### config.mk
export PLATFORM = sky130hd
export DESIGN_NAME = usbh_ep_ctrl
export DESIGN_NICKNAME = d
export VERILOG_FILES = /design/src/logic/usbh_pkg.sv /design/src/logic/usbh_line_sync.sv /design/src/logic/usbh_ep_resp.sv /design/src/logic/usbh_ep_ctrl.sv
export VERILOG_INCLUDE_DIRS = /design/src /design/src/logic
export SDC_FILE = /design/constraint.sdc
export NUM_CORES = 1
export LEC_CHECK = 0
export ABC_AREA = 0
export BUFFER_PORTS_ARGS = -buffer_cell sky130_fd_sc_hd__buf_4
export CORE_MARGIN = 2
export CORE_UTILIZATION = 53
export DETAILED_ROUTE_END_ITERATION = 10
export PLACE_DENSITY = 0.85
export SKIP_LAST_GASP = 1
export SLEW_MARGIN = 20
export SYNTH_ARGS = -nofsm -noshare
export SYNTH_HDL_FRONTEND = slang
export SYNTH_SLANG_ARGS = --single-unit
### constraint.sdc
create_clock -name i_clk_sys -period 6.4 [get_ports i_clk_sys]
set_input_delay 0.96 -clock i_clk_sys [delete_from_list [all_inputs] [get_ports i_clk_sys]]
set_output_delay 0.96 -clock i_clk_sys [all_outputs]
set_load 0.02 [all_outputs]
### src/logic/usbh_map.svh
// Register offsets, field positions, reset values and timing counts of the hub control block
`ifndef USBH_MAP_SVH
`define USBH_MAP_SVH
// Byte offsets on the register bus
`define USBH_OFF_TIMING_STATUS   8'h00
`define USBH_OFF_FUNC_ADDRESS    8'h04
`define USBH_OFF_EP0_INTERRUPT   8'h08
`define USBH_OFF_EP0_CONTROL     8'h0c
`define USBH_OFF_EP1_REPORT      8'h10
// Timing status: flag and its write-one clear share a position
`define USBH_TS_BUS_RESET        7
`define USBH_TS_FRAME_LOCK       6
`define USBH_TS_FRAME_EVT_LSB    0
// Function address
`define USBH_HA_ENABLE           7
// Endpoint 0 interrupt register
`define USBH_I0_TX_DONE          7
`define USBH_I0_RX_DONE          6
`define USBH_I0_TX_IE            3
`define USBH_I0_RX_IE            2
`define USBH_I0_TX_CLR           1
`define USBH_I0_RX_CLR           0
// Endpoint 0 control register
`define USBH_C0_TOGGLE           7
`define USBH_C0_STALL            6
`define USBH_C0_TX_EN            5
`define USBH_C0_RX_EN            4
// Endpoint 1 report register
`define USBH_C1_STALL            7
`define USBH_C1_PENDING          6
// Reset values
`define USBH_RST_BYTE            8'h00
`define USBH_RST_ADDR            7'h00
`define USBH_RST_COUNT           4'h0
`define USBH_RST_BITMAP          6'h00
`define USBH_EP1_REPORT_BYTES    4'h1
// Line timing: least SE0 time that counts as a bus reset
`define USBH_CLK_PERIOD_NS       100
`define USBH_RST_SE0_NS          2500
`define USBH_RST_SE0_CYC         ((`USBH_RST_SE0_NS + `USBH_CLK_PERIOD_NS - 1) / `USBH_CLK_PERIOD_NS)
`define USBH_RST_CNT_W           5
`endif

### src/logic/usbh_pkg.sv
// Types shared by the hub control block
package usbh_pkg;
    typedef enum logic [1:0] {
        TOK_OUT   = 2'b00,
        TOK_IN    = 2'b01,
        TOK_SETUP = 2'b10,
        TOK_SOF   = 2'b11
    } usbh_tok_t;

    typedef enum logic [2:0] {
        RSP_NONE  = 3'b000,
        RSP_DATA  = 3'b001,
        RSP_ACK   = 3'b010,
        RSP_NAK   = 3'b011,
        RSP_STALL = 3'b100
    } usbh_rsp_t;
endpackage

### src/logic/usbh_line_sync.sv
// Root port line synchroniser with bus reset and transition detection
`include "usbh_map.svh"
module usbh_line_sync (
    // Clock and control
    input  wire logic i_clk_sys,
    input  wire logic i_rst,
    input  wire logic i_ce,
    // Root port pins
    input  wire logic i_dp,
    input  wire logic i_dm,
    // Events
    output logic      o_bus_reset,
    output logic      o_transition
);
    logic [1:0]                 s1_q;
    logic [1:0]                 s2_q;
    logic [1:0]                 s3_q;
    logic [1:0]                 line_q;
    logic [`USBH_RST_CNT_W-1:0] se0_cnt_q;
    logic                       rst_evt_q;
    logic                       tran_q;
    logic [1:0]                 agree;
    logic [1:0]                 line_d;
    logic                       se0;
    logic                       cnt_top;

    // A bit moves only once the second and third stages agree
    assign agree   = ~(s2_q ^ s3_q);
    assign line_d  = (agree & s3_q) | (~agree & line_q);
    assign se0     = (line_q == 2'b00);
    assign cnt_top = (se0_cnt_q == `USBH_RST_CNT_W'(`USBH_RST_SE0_CYC));

    always_ff @(posedge i_clk_sys) begin
        if (i_rst) begin
            s1_q      <= 2'b10;
            s2_q      <= 2'b10;
            s3_q      <= 2'b10;
            line_q    <= 2'b10;
            se0_cnt_q <= '0;
            rst_evt_q <= 1'b0;
            tran_q    <= 1'b0;
        end else if (i_ce) begin
            s1_q      <= {i_dp, i_dm};
            s2_q      <= s1_q;
            s3_q      <= s2_q;
            line_q    <= line_d;
            tran_q    <= (line_d != line_q);
            se0_cnt_q <= !se0 ? '0 : (cnt_top ? se0_cnt_q : se0_cnt_q + 1'b1);
            rst_evt_q <= se0 && (se0_cnt_q == `USBH_RST_CNT_W'(`USBH_RST_SE0_CYC - 1));
        end
    end

    assign o_bus_reset  = rst_evt_q;
    assign o_transition = tran_q;
endmodule

### src/logic/usbh_ep_resp.sv
// Handshake selection for hub endpoint 0 and endpoint 1 tokens
module usbh_ep_resp
    import usbh_pkg::*;
(
    // Clock and control
    input  wire logic       i_clk_sys,
    input  wire logic       i_rst,
    input  wire logic       i_ce,
    // Token addressed to this hub
    input  wire logic       i_hit0,
    input  wire logic       i_hit1,
    input  wire logic [1:0] i_tok,
    // Endpoint state
    input  wire logic       i_ep0_force_stall,
    input  wire logic       i_tx_en,
    input  wire logic       i_tx_done,
    input  wire logic       i_rx_en,
    input  wire logic       i_rx_done,
    input  wire logic       i_ep1_force_stall,
    input  wire logic       i_pending,
    // Response
    output logic            o_valid,
    output usbh_rsp_t       o_rsp,
    output logic            o_ep1
);
    usbh_rsp_t rsp0;
    usbh_rsp_t rsp1;
    usbh_rsp_t rsp_d;
    logic      tok_in;
    logic      tok_out;

    assign tok_in  = (i_tok == TOK_IN);
    assign tok_out = (i_tok == TOK_OUT);
    // Stall outranks the not-ready answer
    assign rsp0 = (i_tok == TOK_SETUP)          ? RSP_ACK   :
                  i_ep0_force_stall && (tok_in || tok_out) ? RSP_STALL : // [RL15] [RL21]
                  tok_in  ? ((!i_tx_en || i_tx_done) ? RSP_NAK : RSP_DATA) : // [RL9]
                  tok_out ? ((!i_rx_en || i_rx_done) ? RSP_NAK : RSP_ACK)  : // [RL11]
                  RSP_NONE;
    assign rsp1 = !tok_in  ? RSP_NONE  :
                  i_ep1_force_stall ? RSP_STALL :  // [RL17] [RL21]
                  i_pending ? RSP_DATA : RSP_NAK; // [RL18]
    assign rsp_d = i_hit0 ? rsp0 : (i_hit1 ? rsp1 : RSP_NONE);

    always_ff @(posedge i_clk_sys) begin
        if (i_rst) begin
            o_valid <= 1'b0;
            o_rsp   <= RSP_NONE;
            o_ep1   <= 1'b0;
        end else if (i_ce) begin
            o_valid <= (rsp_d != RSP_NONE);
            o_rsp   <= rsp_d;
            o_ep1   <= i_hit1;
        end
    end
endmodule

### src/logic/usbh_ep_ctrl.sv
// Hub status and control registers with endpoint 0/1 token answering
//
// Added by the designer: register access over Wishbone and the register offsets.
`include "usbh_map.svh"
// Summary of operation
// (RL1) Detected bus reset sets the reset flag and requests a chip-wide reset.
// (RL2) Reset flag cleared only by power-on reset or a write-one clear.
// (RL3) Each clear bit clears its flag on a one, ignores a zero.
// (RL4) Frame lock event sets the lock flag; reset or clear bit removes it.
// (RL5) Module disabled: no token answers, regulator and transceiver off.
// (RL6) Module enable, once set, stays set until power-on reset.
// (RL7) Seven-bit hub address picks tokens to answer; reset zeroes it.
// (RL8) Endpoint 0 transmit-done sets after data sent and host ACK seen.
// (RL9) Endpoint 0 IN gets NAK if transmit disabled or transmit-done set.
// (RL10) Endpoint 0 receive-done sets after a packet is accepted and ACKed.
// (RL11) Endpoint 0 OUT gets NAK if receive disabled or receive-done set.
// (RL12) Software clears done flags and re-enables only after servicing data.
// (RL13) Done flags with their enables raise the CPU interrupt request.
// (RL14) Software-held toggle picks DATA1 or DATA0; hardware never changes it.
// (RL15) Endpoint 0 stall answers IN and OUT; SETUP clears the stall bit.
// (RL16) Four-bit transmit count goes with the next endpoint 0 IN; reset clears.
// (RL17) Endpoint 1 stall bit answers endpoint 1 polls with STALL.
// (RL18) Endpoint 1 IN sends the bitmap when pending is set, else NAK.
// (RL19) Six-bit change bitmap: hub, ports 1-4, embedded device; reset clears.
// (RL20) Valid SOF sets the frame start flag until its clear bit.
// (RL21) Stall wins over NAK when both conditions hold.
module usbh_ep_ctrl
    import usbh_pkg::*;
(
    // Clock, enable and resets
    input  wire logic        i_clk_sys,
    input  wire logic        i_sys_rst,
    input  wire logic        i_por,
    input  wire logic        i_ce,
    // Wishbone slave
    input  wire logic        i_wb_cyc,
    input  wire logic        i_wb_stb,
    input  wire logic        i_wb_we,
    input  wire logic [7:0]  i_wb_adr,
    input  wire logic [3:0]  i_wb_sel,
    input  wire logic [31:0] i_wb_dat,
    output logic [31:0]      o_wb_dat,
    output logic             o_wb_ack,
    // Root port pins
    input  wire logic        i_dp,
    input  wire logic        i_dm,
    // Decoded token and bus events from the serial engine
    input  wire logic        i_tok_valid,
    input  wire logic [1:0]  i_tok_pid,
    input  wire logic [6:0]  i_tok_addr,
    input  wire logic [3:0]  i_tok_ep,
    input  wire logic        i_ep0_tx_acked,
    input  wire logic        i_ep0_rx_accepted,
    input  wire logic        i_frame_locked,
    input  wire logic        i_eof2_evt,
    input  wire logic        i_eop_evt,
    // Answer to the serial engine
    output logic             o_rsp_valid,
    output usbh_rsp_t        o_rsp,
    output logic             o_rsp_data1,
    output logic [3:0]       o_rsp_bytes,
    output logic [5:0]       o_change_bitmap,
    // Chip side
    output logic             o_chip_reset,
    output logic             o_regulator_en,
    output logic             o_xcvr_en,
    output logic             o_irq
);
    logic       ack_q;
    logic [7:0] rdat_q;
    logic       bus_reset_flag_q;
    logic       frame_lock_flag_q;
    logic [3:0] frame_evt_flag_q;
    logic       module_enable_q;
    logic [6:0] hub_address_q;
    logic       tx_done_q;
    logic       rx_done_q;
    logic       tx_ie_q;
    logic       rx_ie_q;
    logic       tx_toggle_q;
    logic       ep0_force_stall_q;
    logic       tx_en_q;
    logic       rx_en_q;
    logic [3:0] tx_bytes_q;
    logic       ep1_force_stall_q;
    logic       pending_q;
    logic [5:0] bitmap_q;
    logic       chip_reset_q;
    logic       enable_out_q;
    logic       irq_q;

    logic       bus_reset_evt;
    logic       transition_evt;
    logic       mod_rst;
    logic       rsp_ep1;
    logic       wr_fire;
    logic       wr_ts;
    logic       wr_ha;
    logic       wr_i0;
    logic       wr_c0;
    logic       wr_c1;
    logic [7:0] wd;
    logic [7:0] rd_mux;
    logic       ack_d;
    logic       tok_ok;
    logic       hit0;
    logic       hit1;
    logic       setup_hit;
    logic [3:0] frame_evt;
    logic [3:0] frame_clr;

    function automatic logic reg_at(input logic [7:0] adr, input logic [7:0] off);
        reg_at = (adr[7:2] == off[7:2]);
    endfunction

    usbh_line_sync u_line (
        .i_clk_sys    (i_clk_sys),
        .i_rst        (i_sys_rst | i_por),
        .i_ce         (i_ce),
        .i_dp         (i_dp),
        .i_dm         (i_dm),
        .o_bus_reset  (bus_reset_evt),
        .o_transition (transition_evt)
    );

    // The detected bus reset also resets this block's status flags, control fields and response stage
    assign mod_rst = i_sys_rst | i_por | bus_reset_evt; // [RL1]

    // Wishbone: one wait state, write lands on the acknowledged edge
    assign ack_d   = i_wb_cyc && i_wb_stb && !ack_q;
    assign wr_fire = ack_q && i_wb_cyc && i_wb_stb && i_wb_we && i_wb_sel[0];
    assign wd      = i_wb_dat[7:0];
    assign wr_ts   = wr_fire && reg_at(i_wb_adr, `USBH_OFF_TIMING_STATUS);
    assign wr_ha   = wr_fire && reg_at(i_wb_adr, `USBH_OFF_FUNC_ADDRESS);
    assign wr_i0   = wr_fire && reg_at(i_wb_adr, `USBH_OFF_EP0_INTERRUPT);
    assign wr_c0   = wr_fire && reg_at(i_wb_adr, `USBH_OFF_EP0_CONTROL);
    assign wr_c1   = wr_fire && reg_at(i_wb_adr, `USBH_OFF_EP1_REPORT);

    // Endpoint 0 interrupt clear bits are write-only and read back as zero; timing status clear bits read back their flags
    assign rd_mux =
        reg_at(i_wb_adr, `USBH_OFF_TIMING_STATUS) ?
            {bus_reset_flag_q, frame_lock_flag_q, 2'b00, frame_evt_flag_q} :
        reg_at(i_wb_adr, `USBH_OFF_FUNC_ADDRESS)  ? {module_enable_q, hub_address_q} :
        reg_at(i_wb_adr, `USBH_OFF_EP0_INTERRUPT) ?
            {tx_done_q, rx_done_q, 2'b00, tx_ie_q, rx_ie_q, 2'b00} :
        reg_at(i_wb_adr, `USBH_OFF_EP0_CONTROL)   ?
            {tx_toggle_q, ep0_force_stall_q, tx_en_q, rx_en_q, tx_bytes_q} :
        reg_at(i_wb_adr, `USBH_OFF_EP1_REPORT)    ? {ep1_force_stall_q, pending_q, bitmap_q} :
        `USBH_RST_BYTE;

    // Token qualification
    assign tok_ok    = i_tok_valid && module_enable_q; // [RL5]
    assign hit0      = tok_ok && (i_tok_addr == hub_address_q) && (i_tok_ep == 4'h0); // [RL7]
    assign hit1      = tok_ok && (i_tok_addr == hub_address_q) && (i_tok_ep == 4'h1);
    assign setup_hit = hit0 && (i_tok_pid == TOK_SETUP);

    // Frame events: start of frame, EOF2 point, end of packet, line transition
    assign frame_evt = {tok_ok && (i_tok_pid == TOK_SOF), i_eof2_evt, i_eop_evt, transition_evt};
    assign frame_clr = {4{wr_ts}} & wd[`USBH_TS_FRAME_EVT_LSB +: 4];

    always_ff @(posedge i_clk_sys) begin
        if (i_sys_rst | i_por) begin
            ack_q  <= 1'b0;
            rdat_q <= `USBH_RST_BYTE;
        end else if (i_ce) begin
            ack_q  <= ack_d;
            rdat_q <= ack_d ? rd_mux : rdat_q;
        end
    end

    // Survives all resets but power-on; a new bus reset beats a clear
    always_ff @(posedge i_clk_sys) begin
        if (i_por) begin
            bus_reset_flag_q <= 1'b0;
            module_enable_q  <= 1'b0;
        end else if (i_ce) begin
            bus_reset_flag_q <= bus_reset_evt ||
                (bus_reset_flag_q && !(wr_ts && wd[`USBH_TS_BUS_RESET])); // [RL1] [RL2] [RL3]
            module_enable_q  <= module_enable_q || (wr_ha && wd[`USBH_HA_ENABLE]); // [RL6]
        end
    end

    // Status flags: a set in the clearing cycle wins
    always_ff @(posedge i_clk_sys) begin
        if (mod_rst) begin
            frame_lock_flag_q <= 1'b0;
            frame_evt_flag_q  <= 4'h0;
            tx_done_q         <= 1'b0;
            rx_done_q         <= 1'b0;
        end else if (i_ce) begin
            frame_lock_flag_q <= i_frame_locked ||
                (frame_lock_flag_q && !(wr_ts && wd[`USBH_TS_FRAME_LOCK])); // [RL4] [RL3]
            frame_evt_flag_q  <= frame_evt | (frame_evt_flag_q & ~frame_clr); // [RL20] [RL3]
            tx_done_q <= i_ep0_tx_acked ||
                (tx_done_q && !(wr_i0 && wd[`USBH_I0_TX_CLR])); // [RL8] [RL3]
            rx_done_q <= i_ep0_rx_accepted ||
                (rx_done_q && !(wr_i0 && wd[`USBH_I0_RX_CLR])); // [RL10] [RL3]
        end
    end

    // Software-owned control fields
    always_ff @(posedge i_clk_sys) begin
        if (mod_rst) begin
            hub_address_q <= `USBH_RST_ADDR; // [RL7]
            tx_ie_q       <= 1'b0;
            rx_ie_q       <= 1'b0;
            tx_toggle_q   <= 1'b0;
            tx_en_q       <= 1'b0;
            rx_en_q       <= 1'b0;
            tx_bytes_q    <= `USBH_RST_COUNT; // [RL16]
            ep1_force_stall_q      <= 1'b0;
            pending_q     <= 1'b0;
            bitmap_q      <= `USBH_RST_BITMAP; // [RL19]
        end else if (i_ce) begin
            if (wr_ha) begin
                hub_address_q <= wd[6:0];
            end
            if (wr_i0) begin
                tx_ie_q <= wd[`USBH_I0_TX_IE];
                rx_ie_q <= wd[`USBH_I0_RX_IE];
            end
            if (wr_c0) begin
                tx_toggle_q <= wd[`USBH_C0_TOGGLE]; // [RL14]
                tx_en_q     <= wd[`USBH_C0_TX_EN];
                rx_en_q     <= wd[`USBH_C0_RX_EN];
                tx_bytes_q  <= wd[3:0];
            end
            if (wr_c1) begin
                ep1_force_stall_q  <= wd[`USBH_C1_STALL];
                pending_q <= wd[`USBH_C1_PENDING]; // [RL18]
                bitmap_q  <= wd[5:0]; // [RL19]
            end
        end
    end

    // A SETUP token clears the stall even against a same-cycle write
    always_ff @(posedge i_clk_sys) begin
        if (mod_rst) begin
            ep0_force_stall_q <= 1'b0;
        end else if (i_ce) begin
            ep0_force_stall_q <= setup_hit ? 1'b0 : (wr_c0 ? wd[`USBH_C0_STALL] : ep0_force_stall_q); // [RL15]
        end
    end

    // Chip-side outputs
    always_ff @(posedge i_clk_sys) begin
        if (i_por) begin
            chip_reset_q <= 1'b0;
            enable_out_q <= 1'b0;
            irq_q        <= 1'b0;
        end else if (i_ce) begin
            chip_reset_q <= bus_reset_evt; // [RL1]
            enable_out_q <= module_enable_q; // [RL5]
            irq_q        <= (tx_done_q && tx_ie_q) || (rx_done_q && rx_ie_q); // [RL13]
        end
    end

    usbh_ep_resp u_resp (
        .i_clk_sys (i_clk_sys),
        .i_rst     (mod_rst),
        .i_ce      (i_ce),
        .i_hit0    (hit0),
        .i_hit1    (hit1),
        .i_tok     (i_tok_pid),
        .i_ep0_force_stall  (ep0_force_stall_q),
        .i_tx_en   (tx_en_q),
        .i_tx_done (tx_done_q),
        .i_rx_en   (rx_en_q),
        .i_rx_done (rx_done_q),
        .i_ep1_force_stall  (ep1_force_stall_q),
        .i_pending (pending_q),
        .o_valid   (o_rsp_valid),
        .o_rsp     (o_rsp),
        .o_ep1     (rsp_ep1)
    );

    assign o_wb_ack        = ack_q;
    assign o_wb_dat        = {24'h000000, rdat_q};
    assign o_rsp_data1     = tx_toggle_q; // [RL14]
    assign o_rsp_bytes     = tx_bytes_q; // [RL16]
    assign o_change_bitmap = bitmap_q; // [RL19]
    assign o_chip_reset    = chip_reset_q;
    assign o_regulator_en  = enable_out_q;
    assign o_xcvr_en       = enable_out_q;
    assign o_irq           = irq_q;

    // Rule checks
    chk_bus_reset_flag_set: assert property (@(posedge i_clk_sys) disable iff (i_por) // [RL1]
        i_ce && bus_reset_evt |=> bus_reset_flag_q && o_chip_reset)
        else $error("bus reset did not set flag and chip reset");
    chk_bus_reset_flag_keep: assert property (@(posedge i_clk_sys) disable iff (i_por) // [RL2]
        i_ce && bus_reset_flag_q && !(wr_ts && wd[`USBH_TS_BUS_RESET]) |=> bus_reset_flag_q)
        else $error("bus reset flag lost without clear");
    chk_lock_clear: assert property (@(posedge i_clk_sys) disable iff (mod_rst) // [RL4]
        i_ce && wr_ts && wd[`USBH_TS_FRAME_LOCK] && !i_frame_locked |=> !frame_lock_flag_q)
        else $error("frame lock clear ignored");
    chk_zero_noclr: assert property (@(posedge i_clk_sys) disable iff (mod_rst) // [RL3]
        i_ce && wr_i0 && !wd[`USBH_I0_TX_CLR] && tx_done_q |=> tx_done_q)
        else $error("zero write cleared transmit done");
    chk_disable_mute: assert property (@(posedge i_clk_sys) disable iff (mod_rst) // [RL5]
        i_ce && !module_enable_q ##1 i_ce |-> !o_rsp_valid && !o_regulator_en)
        else $error("disabled module answered or powered");
    chk_enable_keep: assert property (@(posedge i_clk_sys) disable iff (i_por) // [RL6]
        module_enable_q |=> module_enable_q)
        else $error("module enable dropped");
    chk_addr_reset: assert property (@(posedge i_clk_sys) // [RL7]
        i_sys_rst |=> hub_address_q == `USBH_RST_ADDR)
        else $error("address not cleared by reset");
    chk_tx_done_set: assert property (@(posedge i_clk_sys) disable iff (mod_rst) // [RL8]
        i_ce && i_ep0_tx_acked |=> tx_done_q)
        else $error("transmit done not set after ack");
    chk_in_nak: assert property (@(posedge i_clk_sys) disable iff (mod_rst) // [RL9]
        i_ce && hit0 && i_tok_pid == TOK_IN && !ep0_force_stall_q && (!tx_en_q || tx_done_q)
        |=> o_rsp == RSP_NAK)
        else $error("endpoint 0 IN not refused");
    chk_out_nak: assert property (@(posedge i_clk_sys) disable iff (mod_rst) // [RL11]
        i_ce && hit0 && i_tok_pid == TOK_OUT && !ep0_force_stall_q && (!rx_en_q || rx_done_q)
        |=> o_rsp == RSP_NAK)
        else $error("endpoint 0 OUT not refused");
    chk_irq_req: assert property (@(posedge i_clk_sys) disable iff (i_por || !i_ce) // [RL13]
        (tx_done_q && tx_ie_q) || (rx_done_q && rx_ie_q) |=> o_irq)
        else $error("interrupt request missing");
    chk_setup_unstall: assert property (@(posedge i_clk_sys) disable iff (mod_rst) // [RL15]
        i_ce && setup_hit |=> !ep0_force_stall_q)
        else $error("SETUP left stall set");
    chk_ep1_stall: assert property (@(posedge i_clk_sys) disable iff (mod_rst) // [RL17]
        i_ce && hit1 && i_tok_pid == TOK_IN && ep1_force_stall_q |=> o_rsp == RSP_STALL && rsp_ep1)
        else $error("endpoint 1 stall not sent");

    chk_rx_done_set: assert property (@(posedge i_clk_sys) disable iff (mod_rst) // [RL10]
        i_ce && i_ep0_rx_accepted |=> rx_done_q)
        else $error("receive done not set");
    chk_ep1_nak: assert property (@(posedge i_clk_sys) disable iff (mod_rst) // [RL18]
        i_ce && hit1 && i_tok_pid == TOK_IN && !ep1_force_stall_q && !pending_q |=> o_rsp == RSP_NAK)
        else $error("endpoint 1 poll not refused");

    cov_ep0_data: cover property (@(posedge i_clk_sys) o_rsp_valid && o_rsp == RSP_DATA);
    cov_ep0_ack: cover property (@(posedge i_clk_sys) o_rsp_valid && o_rsp == RSP_ACK);
    cov_bus_reset: cover property (@(posedge i_clk_sys) bus_reset_evt);
    cov_ep1_data: cover property (@(posedge i_clk_sys) rsp_ep1 && o_rsp == RSP_DATA);
    cov_ep0_stall: cover property (@(posedge i_clk_sys) o_rsp_valid && o_rsp == RSP_STALL);
endmodule

==> impl_metrics.ini <==
[status]
outcome = finished, final reports clean

[grt]
grt_pass1_vias = 2826
grt_overflow = 0
grt_pass1_wl_um = 13600
grt_max_degree = 36
gr-usage-all-layers_pct = 24.4
antenna_found_initial = 0

[yosys]
ys.flop_type = dfxtp_1
muxShareOfSynthArea_pct = 11.8
syn_inst = 390
seq_area_frac_synth_pct = 39.3
yosys_warnings = 0
synth-edff-count = 0
ys_seq_elements = 65
async_reset_ff_share_pct = 0
synth.distinct_cells = 47
synth_top_family_by_area = simple AND/OR/NAND/NOR gates
synth_compound_area_share_pct = 13.7
synth_xor_area_share_pct = 2.91
avgSynthCellArea_um2 = 8.50
synth-simple-area-share_pct = 21.2
syn-cell-area_um2 = 3310
synthAdderAreaFrac_pct = 1.13

[detailed_routing]
vias = 3032
routed_wl_um = 8530
viasPerCell = 5.71
ant_nets = 0
drt_iter0_drc = 271
drcViolationCount = 0
wl_per_cell_um = 16.1
first_pass_iters = 5

[timing]
timing.final.crit_period_ns = 2.63
slew_headroom_pct = 43.2
final-max-slew-violation-count = 0
tightest_slew_ns = 0.846
fmax_mhz = 380
fin_ws_ns = 3.77
rsz0062_at_grt = false
finalSetupTns_ns = 0
finalSetupViolations = 0
min_period_over_period_pct = 41.2
finalHoldViolCount = 0
skew_ns = 0.00790

[setup_path]
required_ns = 6.61
end_kind = register
cp.arrival_ns = 2.85
timing.rr.start = o_wb_ack
r2r_cells = 4
cp_max_fo = 8
cp-start-kind = input pin
crit_type = input pin to register
cp-startpoint = i_wb_adr[4]

[clocking]
cts_sinks = 65
cts_resized = 0
numCtsBuffers = 9
root_buffer = clkbuf_8
path_clk_slew_ns = 0.07
postCtsSetupBuffers = 0
cts_buffer_depth = 2
tritoncts = yes
holdBufCountCts = 0
insertion_delay_ns = 0.34
htree_levels = 3

[run]
maxCapViolations = 0

[placed_design]
routabilityCongestion = 0.838
io_buffers = 70
hpwl_um = 6080
dpl_worst_slack_ns = 3.43

[hold_path]
min_from = u_line.s1_q[1]
hold_depth = 2
hp-class = register to register

[pwr]
p_leak_uw = 0.00160
powerDensity_nw_per_um2 = 207
vdd_drop_max_uv = 161

[finish]
nNetsFinal = 527
final_common_cell = buf_4
layout_common_cells = 72 x buf_4, 65 x dfxtp_1, 51 x nor2_1
syn_to_final_growth_pct = 19.0
diodes = 0
layout-drive-gt1-share_pct = 20.2

[die]
die_area_um2 = 6900
start_util_pct = 55.3
fp.dieW_um = 83.1
rows = 28
fp.coreArea_um2 = 5990
io_pins = 124
die_h_um = 83.1
==> final timing paths <==
path,to,slack (ns)
max,o_rsp_bytes[1],3.77
min,u_line.s1_q[1],0.48
max reg2reg,o_rsp_bytes[1],4.42
min reg2reg,u_line.s1_q[1],0.48
==> cells in the mapped netlist, types with 2 or more instances <==
master	number	area, um2
o41ai_1	2	17.5
clkbuf_1	17	63.8
nor4_4	3	63.8
buf_4	25	188
o21ai_1	12	60.1
dfxtp_1	65	1300
nor2_1	51	191
o31ai_1	3	22.5
mux2i_1	39	390
a21o_1	4	30.0
nor2b_1	2	12.5
and3_1	2	12.5
a21oi_1	31	155
ha_1	3	37.5
nor3b_1	2	15.0
or3_1	4	25.0
nand3b_1	2	15.0
nand3_1	10	50.1
o22ai_1	3	18.8
xnor2_1	8	70.1
nand4_1	9	56.3
nor3_1	6	30.0
nand2b_1	4	25.0
a22oi_1	4	30.0
nor4_1	2	12.5
buf_6	2	22.5
inv_1	13	48.8
nand2_1	33	124
o21ai_0	6	30.0
a31o_1	4	35.0
xor2_1	3	26.3
==> area by class of cell <==
cell class	count	area (um2)
clock inverters	2	12.5
flip-flops and latches	65	1300
multi-input cells	290	1770
fillers	475	2050
clock buffers	13	169
inverters	14	52.6
repair buffers	72	541
well taps	75	93.8
==> per-layer routing <==
metal	track usage (%)	up-vias	part of all wire, %
met3	5.96	22	7.1
met5	0	-	0
li1	-	1437	-
met1	30.8	1435	42
met4	10.3	0	2.4
met2	39.7	138	48
==> flip-flops by register name, summed over array words and instances, names as in the netlist, 2 cells and up <==
signal	flops
u_line.s3_q	2
rdat_q	8
o_change_bitmap	6
u_line.s2_q	2
u_line.se0_cnt_q	5
hub_address_q	7
o_rsp_bytes	4
u_line.line_q	2
u_resp.o_rsp	3
frame_evt_flag_q	4
u_line.s1_q	2
==> logic make-up after synthesis <==
family	count (synthesis)
AOI/OAI and AO/OA	75
xor gates and xnor gates	11
buffers and inverters	58
other	1
muxes	39
DFF	65
and+or+nand+nor	138
adders and majority gates	3
==> report_power, final <==
group	internal, uW	switching (uW)
clock	170	152
sequential	407	2.34
combinational	31.2	55.3
total	608	209
==> worst max-delay path, cell delays in order <==
cell,delay [ns]
buf_4,0.15
or4_4,0.59
nor4_4,0.79
mux2i_1,0.29
nor2_1,0.06
==> through the flow <==
| stage | total power [uW] | area, um2 | util (%) | hold WS, ns | std cells |
|---|---|---|---|---|---|
| after floorplan | 479 | 3400 | - | 0.441 | 413 |
| after global placement | 501 | 3760 | 62.8 | 0.450 | 516 |
| after detailed placement | 503 | 3760 | 62.8 | 0.464 | 516 |
| after CTS | 817 | 3940 | 65.8 | 0.479 | 531 |
| after global routing | 848 | 3940 | 65.8 | 0.497 | 531 |
| final | 818 | 3940 | 65.8 | 0.477 | 531 |
No activity file was read; power rests on OpenSTA's default activity.
